===== src/dac_link_pkg.sv =====
// shared constants for the serial converter link and its controller
package dac_link_pkg;
  localparam int unsigned WORD_BITS    = 16;
  localparam int unsigned CODE_BITS    = 12;
  localparam int unsigned CNT_BITS     = 5;
  localparam int unsigned IGNORE_BIT   = 15;
  localparam int unsigned REF_BUF_BIT  = 14;
  localparam int unsigned GAIN_BIT     = 13;
  localparam int unsigned ACTIVE_BIT   = 12;
  localparam int unsigned CODE_MSB     = 11;
  // host register byte offsets
  localparam logic [7:0]  CMD_OFFSET    = 8'h00;
  localparam logic [7:0]  CTRL_OFFSET   = 8'h04;
  localparam logic [7:0]  STATUS_OFFSET = 8'h08;
  localparam logic [7:0]  SCK_DIV_OFFSET = 8'h0c;
  localparam int unsigned DIV_BITS      = 8;
  localparam logic [7:0]  SCK_DIV_RESET = 8'h04;
  // device configuration after power-on
  localparam logic        REF_BUF_RESET = 1'b0;
  localparam logic        GAIN_N_RESET  = 1'b0;
  localparam logic        ACTIVE_RESET  = 1'b0;
endpackage


===== src/dac_link_if.sv =====
// link between the host controller and the converter control logic
`timescale 1ns/1ps
interface dac_link_if;
  logic cs_n;
  logic sck;
  logic sdi;
  logic output_latch_strobe_n;
  modport host (output cs_n, output sck, output sdi, output output_latch_strobe_n);
  modport device (input cs_n, input sck, input sdi, input output_latch_strobe_n);
endinterface


===== src/dac_device.sv =====
// converter control end: shift register, input register and output register
//
// The register offsets and register access over APB were left to the implementer.
`timescale 1ns/1ps
module dac_device #(
  parameter int unsigned RESOLUTION = 12
) (
  input  wire logic                  sys_clk_i,
  input  wire logic                  srst_i,
  input  wire logic                  supply_low_i,
  dac_link_if.device                 link,
  output logic                       reference_isolation_amp_on_o,
  output logic                       output_scale_select_n_o,
  output logic                       output_active_o,
  output logic [RESOLUTION-1:0]      dac_code_o,
  output logic                       input_loaded_o
);
  // ----------------------------------------------------------------
  // pin synchronisers
  // ----------------------------------------------------------------
  // link pins and the supply monitor come from outside this clock;
  // two flops each keep a metastable sample away from the logic
  logic [1:0] cs_sync;
  logic [1:0] sck_sync;
  logic [1:0] sdi_sync;
  logic [1:0] strobe_sync;
  logic [1:0] supply_sync;
  logic       cs_q;
  logic       sck_q;
  logic       hold_rst;

  // select resets to its idle high level, so no false edge follows reset
  always_ff @(posedge sys_clk_i) begin
    if (srst_i) begin
      cs_sync <= 2'h3;
      cs_q    <= 1'b1;
    end else begin
      cs_sync <= {cs_sync[0], link.cs_n};
      cs_q    <= cs_sync[1];
    end
  end

  // resets low; a false rise after reset with a high idle clock
  // arrives while select is high and is dropped
  always_ff @(posedge sys_clk_i) begin
    if (srst_i) begin
      sck_sync <= 2'h0;
      sck_q    <= 1'b0;
    end else begin
      sck_sync <= {sck_sync[0], link.sck};
      sck_q    <= sck_sync[1];
    end
  end

  always_ff @(posedge sys_clk_i) begin
    if (srst_i) begin
      sdi_sync <= 2'h0;
    end else begin
      sdi_sync <= {sdi_sync[0], link.sdi};
    end
  end

  always_ff @(posedge sys_clk_i) begin
    if (srst_i) begin
      strobe_sync <= 2'h3;
    end else begin
      strobe_sync <= {strobe_sync[0], link.output_latch_strobe_n};
    end
  end

  // a supply dip shorter than one clock may be missed
  always_ff @(posedge sys_clk_i) begin
    if (srst_i) begin
      supply_sync <= 2'h0;
    end else begin
      supply_sync <= {supply_sync[0], supply_low_i};
    end
  end

  // a low supply acts as a held reset of everything behind the pins
  assign hold_rst = srst_i || supply_sync[1];

  logic sck_rise;
  logic cs_rise;
  logic cs_low;
  assign cs_low   = ~cs_sync[1];
  // a rising edge seen while select is high is dropped
  assign sck_rise = sck_sync[1] & ~sck_q & cs_low;
  assign cs_rise  = cs_sync[1] & ~cs_q;

  // ----------------------------------------------------------------
  // shift path
  // ----------------------------------------------------------------
  logic [dac_link_pkg::WORD_BITS-1:0] shift;
  logic [dac_link_pkg::CNT_BITS-1:0]  bit_cnt;
  logic                               full;
  assign full = (bit_cnt == 5'(dac_link_pkg::WORD_BITS));

  always_ff @(posedge sys_clk_i) begin
    if (hold_rst) begin
      shift   <= '0;
      bit_cnt <= '0;
    end else if (!cs_low) begin
      bit_cnt <= '0;
    end else if (sck_rise && !full) begin
      shift   <= {shift[dac_link_pkg::WORD_BITS-2:0], sdi_sync[1]};
      bit_cnt <= bit_cnt + 5'h01;
    end
  end

  // ----------------------------------------------------------------
  // input and output registers
  // ----------------------------------------------------------------
  logic                                in_ref_buf;
  logic                                in_gain_n;
  logic                                in_active;
  logic [dac_link_pkg::CODE_BITS-1:0]  in_code;
  logic                                in_valid;
  logic                                take;
  logic                                short_frame;
  logic                                ignored;
  logic                                copy;
  // fewer than sixteen clocks in the low period: the frame is aborted
  assign short_frame = !full;
  // bit 15 set asks for the whole command to be dropped
  assign ignored     = shift[dac_link_pkg::IGNORE_BIT];
  // only a complete, accepted frame loads at the select rise
  assign take        = cs_rise && !short_frame && !ignored;

  // configuration half of the input register
  always_ff @(posedge sys_clk_i) begin
    if (hold_rst) begin
      in_ref_buf <= dac_link_pkg::REF_BUF_RESET;
      in_gain_n  <= dac_link_pkg::GAIN_N_RESET;
      in_active  <= dac_link_pkg::ACTIVE_RESET;
    end else if (take) begin
      in_ref_buf <= shift[dac_link_pkg::REF_BUF_BIT];
      in_gain_n  <= shift[dac_link_pkg::GAIN_BIT];
      in_active  <= shift[dac_link_pkg::ACTIVE_BIT];
    end
  end

  // data half of the input register; state stays reset until a write
  always_ff @(posedge sys_clk_i) begin
    if (hold_rst) begin
      in_code  <= '0;
      in_valid <= 1'b0;
    end else if (take) begin
      in_code  <= shift[dac_link_pkg::CODE_MSB:0];
      in_valid <= 1'b1;
    end
  end

  // strobe is level sensitive: while it stays low every new load passes
  // straight on, which is how a tied-low strobe behaves
  assign copy = !strobe_sync[1] && in_valid;

  always_ff @(posedge sys_clk_i) begin
    if (hold_rst) begin
      reference_isolation_amp_on_o <= dac_link_pkg::REF_BUF_RESET;
      output_scale_select_n_o      <= dac_link_pkg::GAIN_N_RESET;
      output_active_o              <= dac_link_pkg::ACTIVE_RESET;
    end else if (copy) begin
      reference_isolation_amp_on_o <= in_ref_buf;
      output_scale_select_n_o      <= in_gain_n;
      output_active_o              <= in_active;
    end
  end

  // left aligned: narrow variants drop the low bits
  always_ff @(posedge sys_clk_i) begin
    if (hold_rst) begin
      dac_code_o <= '0;
    end else if (copy) begin
      dac_code_o <= in_code[dac_link_pkg::CODE_BITS-1 -: RESOLUTION];
    end
  end

  // one-cycle load pulse; no data output path exists on the link
  always_ff @(posedge sys_clk_i) begin
    if (hold_rst) begin
      input_loaded_o <= 1'b0;
    end else begin
      input_loaded_o <= take;
    end
  end
endmodule


===== src/flat_wrapper.sv =====
// flat-port wrapper written by rule: the top's interface ports become plain ports
module dac_device_flat 
#(
  parameter int unsigned RESOLUTION = 12
)
  (sys_clk_i, srst_i, supply_low_i, reference_isolation_amp_on_o, output_scale_select_n_o, output_active_o, dac_code_o, input_loaded_o, link_cs_n, link_sck, link_sdi, link_output_latch_strobe_n);
  dac_link_if link_i ();
  input  wire logic sys_clk_i;
  input  wire logic srst_i;
  input  wire logic supply_low_i;
  output logic reference_isolation_amp_on_o;
  output logic output_scale_select_n_o;
  output logic output_active_o;
  output logic [RESOLUTION-1:0] dac_code_o;
  output logic input_loaded_o;
  input wire logic [$bits(link_i.cs_n)-1:0] link_cs_n;
  input wire logic [$bits(link_i.sck)-1:0] link_sck;
  input wire logic [$bits(link_i.sdi)-1:0] link_sdi;
  input wire logic [$bits(link_i.output_latch_strobe_n)-1:0] link_output_latch_strobe_n;
  assign link_i.cs_n = link_cs_n;
  assign link_i.sck = link_sck;
  assign link_i.sdi = link_sdi;
  assign link_i.output_latch_strobe_n = link_output_latch_strobe_n;
  dac_device #(.RESOLUTION(RESOLUTION)) u_core (.sys_clk_i(sys_clk_i), .srst_i(srst_i), .supply_low_i(supply_low_i), .link(link_i), .reference_isolation_amp_on_o(reference_isolation_amp_on_o), .output_scale_select_n_o(output_scale_select_n_o), .output_active_o(output_active_o), .dac_code_o(dac_code_o), .input_loaded_o(input_loaded_o));
endmodule

===== config.mk =====
export PLATFORM = sky130hd
export DESIGN_NAME = dac_device_flat
export DESIGN_NICKNAME = d
export VERILOG_FILES = /design/src/dac_link_pkg.sv /design/src/dac_link_if.sv /design/src/dac_device.sv /design/src/flat_wrapper.sv
export SDC_FILE = /design/constraint.sdc
export NUM_CORES = 1
export LEC_CHECK = 0
export BUFFER_PORTS_ARGS = -buffer_cell sky130_fd_sc_hd__buf_2
export CAP_MARGIN = 10
export CORE_MARGIN = 2
export CORE_UTILIZATION = 61
export DETAILED_ROUTE_END_ITERATION = 8
export PLACE_DENSITY = 0.82
export RECOVER_POWER = 25
export SYNTH_ARGS = -nofsm -noshare
export SYNTH_HDL_FRONTEND = slang
export SYNTH_SLANG_ARGS = --single-unit

===== constraint.sdc =====
create_clock -name sys_clk_i -period 3.2 [get_ports sys_clk_i]
set_input_delay 0.48 -clock sys_clk_i [delete_from_list [all_inputs] [get_ports sys_clk_i]]
set_output_delay 0.48 -clock sys_clk_i [all_outputs]
set_load 0.05 [all_outputs]

==> results.json, run 1 <==
{
  "status": "complete, no violations",
  "nets": 265,
  "drive_above_1_share_pct": 15.33,
  "powerDensity_mw_per_mm2": 577.1,
  "fin_crit_ns": 1.793,
  "grt_overflow": 0,
  "clock_path_buffers": 2,
  "mappedNetlistArea_mm2": 0.002322,
  "io_pins": 23,
  "critPathArrivalTime_ns": 2.04,
  "multi_input_area_um2": 939.7,
  "ys_warn_count": 0,
  "nFillCells": 283,
  "tns_ns": 0,
  "ys_seq_area_share_pct": 56.03,
  "rrSetupSlack_ns": 1.41,
  "hold_viol_final": 0,
  "port_buffers": 22,
  "numCtsBuffers": 9,
  "critPathSlowestCell": "nor2_2",
  "syn_nets": 242,
  "avgSynthCellArea_um2": 9.967,
  "clk_latency_ns": 0.33,
  "worst_path_dominant_cell_family": "simple AND/OR/NAND/NOR gates",
  "setup_viol": 0,
  "min_from": "link_cs_n",
  "timing.critical_path.cells": "clkbuf_1 > nor2_2 > buf_4 > nand2_1 > mux2i_1",
  "worstSetupStartpoint": "srst_i",
  "cts_hold_buf": 0,
  "netlist_instances": 233,
  "wl_per_cell_um": 12.13,
  "grt_max_degree": 29,
  "power_mw": 1.509,
  "grt_use_total_pct": 20.58,
  "p_leak_nw": 1.012,
  "placementRows": 22,
  "clock_tree.root_cell": "clkbuf_8",
  "cp-end-kind": "flip-flop",
  "grt_pass1_wl_um": 6603,
  "drcViolationCount": 0,
  "initial_utilization_pct": 63.43,
  "final-seq-area_mm2": 0.001301,
  "htree_levels": 3,
  "post_cts_resized": 0,
  "diodes": 0,
  "worstSetupPathType": "input pin to flip-flop",
  "r2r-start": "u_core.bit_cnt[0]",
  "hold_class": "input pin to flip-flop",
  "vias_per_cell": 5.165,
  "drt_iter0_drc": 117,
  "fin_crit_sh_pct": 56.03,
  "gp_congestion": 0.7163,
  "maxSlewViolCount": 0,
  "cts_tree": "yes",
  "fp.dieH_um": 65.70,
  "yosys.area.top_type": "dfxtp_1",
  "ys_ff_latch": 65,
  "totalWireLength_um": 3747,
  "layout_common_cells": "dfxtp_1, nand2_1, mux2i_1",
  "maxCapViolCount": 0,
  "synthTopCellsByArea": "dfxtp_1, mux2i_1, nand2_1",
  "die_area_mm2": 0.004316,
  "vias": 1596,
  "core_area_mm2": 0.003661,
  "cp_slowest_stage_delay_ns": 0.83,
  "ant_nets": 0,
  "fmax_mhz": 557.8,
  "die_w_um": 65.70,
  "synth_cell_types": 28,
  "required_ns": 3.45,
  "numClockSinks": 65,
  "dp_hpwl_um": 2394,
  "cp_num_buf_inv": 2,
  "worstPathMaxFanout": 28,
  "antenna_found_initial": 0,
  "clk_pin_slew_ns": 0.06,
  "rsz0062_at_grt": "no",
  "cts_setup_buffers": 0,
  "cp-start-kind": "input pin",
  "yosys.area.top_type_share_pct": 56.03,
  "peakVddDrop_mv": 0.3389,
  "final_common_cell": "dfxtp_1",
  "slew_headroom_pct": 33.72,
  "dr.pass1.iters": 5,
  "max_slew.worst_pin.slew_ns": 0.9932,
  "syn_to_final_growth_pct": 12.61,
  "first_global_vias": 1433,
  "finClkSkew_ns": 0.008253
}
[metrics by stage]
stage / setup slack (ns) / area, um^2 / util (%) / std cells / hold WS (ns)
2_1_floorplan: 1.506 / 2322 / - / 233 / 0.3895
3_5_place_dp: 1.259 / 2437 / 66.58 / 293 / 0.3952
5_1_grt: 1.195 / 2615 / 71.43 / 309 / 0.3360
6_report: 1.407 / 2615 / 71.43 / 309 / 0.3351
4_1_cts: 1.398 / 2626 / 71.74 / 309 / 0.3254
3_3_place_gp: 1.277 / 2437 / 66.58 / 293 / 0.3909
[layer usage]
layer / up-vias / GRT usage, % / routed length, um
met4: 0 / 11.72 / 87
met3: 8 / 5.822 / 175
met1: 720 / 27.17 / 1922
met2: 37 / 30.05 / 1561
met5: - / 0 / 0
li1: 831 / - / -
[registers in the layout, summed over array words and instances, names as in the netlist, 2 cells and up]
signal and count:
u_core.shift 16, u_core.bit_cnt 5, u_core.strobe_sync 2, u_core.sck_sync 2, u_core.sdi_sync 2, u_core.supply_sync 2, u_core.in_code 12, u_core.dac_code_o 12
u_core.cs_sync 2
[where the power goes]
part,switching [mW],total [mW],internal (mW)
sequential,0.00272,0.818,0.815
clock,0.283,0.663,0.380
combinational,0.0176,0.0283,0.0107
[Yosys cell counts, drive strengths merged]
cell and n:
nor2b 8, or3 4, o21ai 4, nand4bb 2, nor2 3, dfxtp 65
o31ai 1, nand2 63, or2 6, nand2b 1, nor3b 1, a21oi 20
or3b 1, nor3 1, nand3 2, clkbuf 9, mux2i 30, or4b 1
buf 3, nand4 2, and4bb 1, inv 3, ha 2
[worst paths after layout]
kind,cells after the start,endpoint
hold reg to reg,1,u_core.cs_sync[1]
setup reg to reg,5,u_core.shift[4]
hold / removal,2,u_core.cs_sync[0]
setup / recovery,5,u_core.in_gain_n
[layout make-up]
type	instances	share of cell area, %
clock inverters	3	1.531
repair buffers	24	4.354
flip-flops and latches	65	49.76
multi-input cells	153	35.93
well taps	48	2.297
inverters	3	0.4306
clock buffers	13	5.694
[cell families (layout without fill, tap and decap cells)]
family | after synthesis | count (layout) | share of synthesized area [%]
flip-flops | 65 | 65 | 56.03
buffers and inverters | 15 | 43 | 3.610
adder cells (fa/ha/maj) | 2 | 2 | 1.077
AO/OA/AOI/OAI | 25 | 25 | 5.496
multiplexers | 30 | 30 | 12.93
AND/OR/NAND/NOR | 96 | 96 | 20.85
[worst reg2reg max path, stage by stage, from the launching register on]
cell and delay [ns]:
dfxtp_1 0.37, inv_1 0.07, ha_1 0.24, and4bb_2 0.27, nor2_4 0.49, mux2i_1 0.26
Note: power is estimated with default switching activity, not from simulation.
==> inputs of run 2 (changes only) <==
CORE_UTILIZATION = 57   (was 61)
PLACE_DENSITY = 0.77   (was 0.82)
clock period = 1.86 ns   (was 3.2 ns; I/O delays follow)
==> run 2 against run 1 <==
  * Die area increased by 6.6%
  * Power grew 62%
  * Cell count grew 0.32%
  * Register-to-register slack lost 1.3 ns
  * Combinational power increased by 67%
  * Sequential share of layout area hardly changed
  * Sequential power grew 72%
  * Wire length up 6.2%
  * Largest cell class unchanged
==> results.json, run 2 (synthesis gave the netlist of run 1 again) <==
{
  "nFillCells": 332,
  "port_buffers": 22,
  "drive_above_1_share_pct": 16.54,
  "layout.cells.non_filler": 310,
  "wl_per_cell_um": 12.84,
  "initial_utilization_pct": 58.48,
  "cp-start-kind": "flip-flop",
  "dp_hpwl_um": 2756,
  "hold_class": "input pin to flip-flop",
  "cp-end-kind": "flip-flop",
  "die_w_um": 67.83,
  "dr.pass1.iters": 4,
  "status": "complete, no violations",
  "finClkSkew_ns": 0.004481,
  "final-seq-area_mm2": 0.001301,
  "drt_iter0_drc": 81,
  "tns_ns": 0,
  "cts_setup_buffers": 0,
  "critPathArrivalTime_ns": 1.95,
  "numClockSinks": 65,
  "diodes": 0,
  "worstPathMaxFanout": 17,
  "worstSetupPathType": "flip-flop to flip-flop",
  "maxSlewViolCount": 0,
  "antenna_found_initial": 0,
  "syn_to_final_growth_pct": 12.66,
  "numCtsBuffers": 9,
  "largest_reg_flops": 16,
  "required_ns": 2.06,
  "die_area_mm2": 0.004601,
  "met1_usage_pct": 26.86,
  "clk_pin_slew_ns": 0.06,
  "io_pins": 23,
  "fin_crit_ns": 1.749,
  "power_mw": 2.452,
  "placed_cells": 296,
  "ant_nets": 0,
  "fin_crit_sh_pct": 94.03,
  "clk_latency_ns": 0.33,
  "fmax_mhz": 571.8,
  "fp.dieH_um": 67.83,
  "first_global_vias": 1418,
  "nets": 266,
  "clock_path_buffers": 2,
  "htree_levels": 3,
  "cts_hold_buf": 0,
  "final_common_cell": "dfxtp_1",
  "rsz0062_at_grt": "no",
  "grt_busiest_layer": "met2",
  "grt_overflow": 0,
  "gp_congestion": 0.7913,
  "placementRows": 23,
  "slew_headroom_pct": 60.67,
  "cts_tree": "yes",
  "vias_per_cell": 5.097,
  "totalWireLength_um": 3980,
  "max_slew.worst_pin.slew_ns": 0.5925,
  "grt_use_total_pct": 20.16,
  "vias": 1580,
  "grt_util_met3_pct": 4.441,
  "post_cts_resized": 0,
  "regMostFlops": "u_core.shift",
  "multi_input_area_um2": 939.7,
  "powerDensity_mw_per_mm2": 937.2,
  "maxCapViolCount": 0,
  "grt_pass1_wl_um": 6610,
  "drcViolationCount": 0,
  "grt_max_degree": 33,
  "setup_viol": 0,
  "reg.largest.list": "u_core.shift x16, u_core.dac_code_o x12, u_core.in_code x12",
  "layout_common_cells": "dfxtp_1, nand2_1, mux2i_1",
  "core_area_mm2": 0.003971,
  "p_leak_nw": 1.023,
  "met2_usage_pct": 30.02,
  "hold_viol_final": 0,
  "clock_tree.root_cell": "clkbuf_8",
  "peakVddDrop_mv": 0.5065
}
run 2: changes by cell type in the layout (fill, tap and decap cells not counted), sizes merged:
cell    previous run  this run
buf               15        20
bufinv             1         0
clkbuf            22        19
clkinv             2         0
run 2: per-stage QoR:
| step | hold slack [ns] | utilization, % | instance area [um^2] | setup WS [ns] |
|---|---|---|---|---|
| 2_1_floorplan | 0.3506 | - | 2322 | 0.1664 |
| 3_3_place_gp | 0.3938 | 61.94 | 2460 | 0.1826 |
| 3_5_place_dp | 0.3940 | 61.94 | 2460 | 0.1177 |
| 4_1_cts | 0.1257 | 66.04 | 2623 | 0.1051 |
| 5_1_grt | 0.1295 | 65.88 | 2616 | 0.006966 |
| 6_report | 0.1330 | 65.88 | 2616 | 0.1111 |
run 2: final timing paths:
| check | from | to | slack (ns) | cells past startpoint |
|---|---|---|---|---|
| worst min-delay path | link_cs_n | u_core.cs_sync[0] | 0.13 | 2 |
| worst max register to register | u_core.bit_cnt[0] | u_core.in_code[2] | 0.11 | 5 |
| worst min register to register | u_core.cs_sync[0] | u_core.cs_sync[1] | 0.41 | 1 |
| worst max-delay path | u_core.bit_cnt[0] | u_core.in_code[2] | 0.11 | 5 |
run 2: layout make-up:
cell class                      count  area share [%]
Timing Repair Buffer               25           5.308
Tap cell                           50           2.391
Multi-Input combinational cell    153           35.92
Clock buffer                       14           6.217
Inverter                            3          0.4304
Sequential cell                    65           49.74
run 2: critical path, cell delays in order, from the launching register on:
cell and delay (ns):
dfxtp_1 0.33, inv_1 0.08, ha_1 0.22, nand4bb_4 0.14, or4b_4 0.67, mux2i_1 0.18
run 2: where the power goes:
group	switching [mW]	internal (mW)
sequential	0.00510	1.40
clock	0.453	0.543
combinational	0.0298	0.0174
total	0.487	1.96
run 2: routing by layer:
metal / wire [um] / share of wire (%) / vias up
met4: 76 / 1.9 / 0
met5: 0 / 0 / -
met1: 1963 / 49 / 723
li1: - / - / 817
met3: 138 / 3.5 / 7
met2: 1800 / 45 / 33
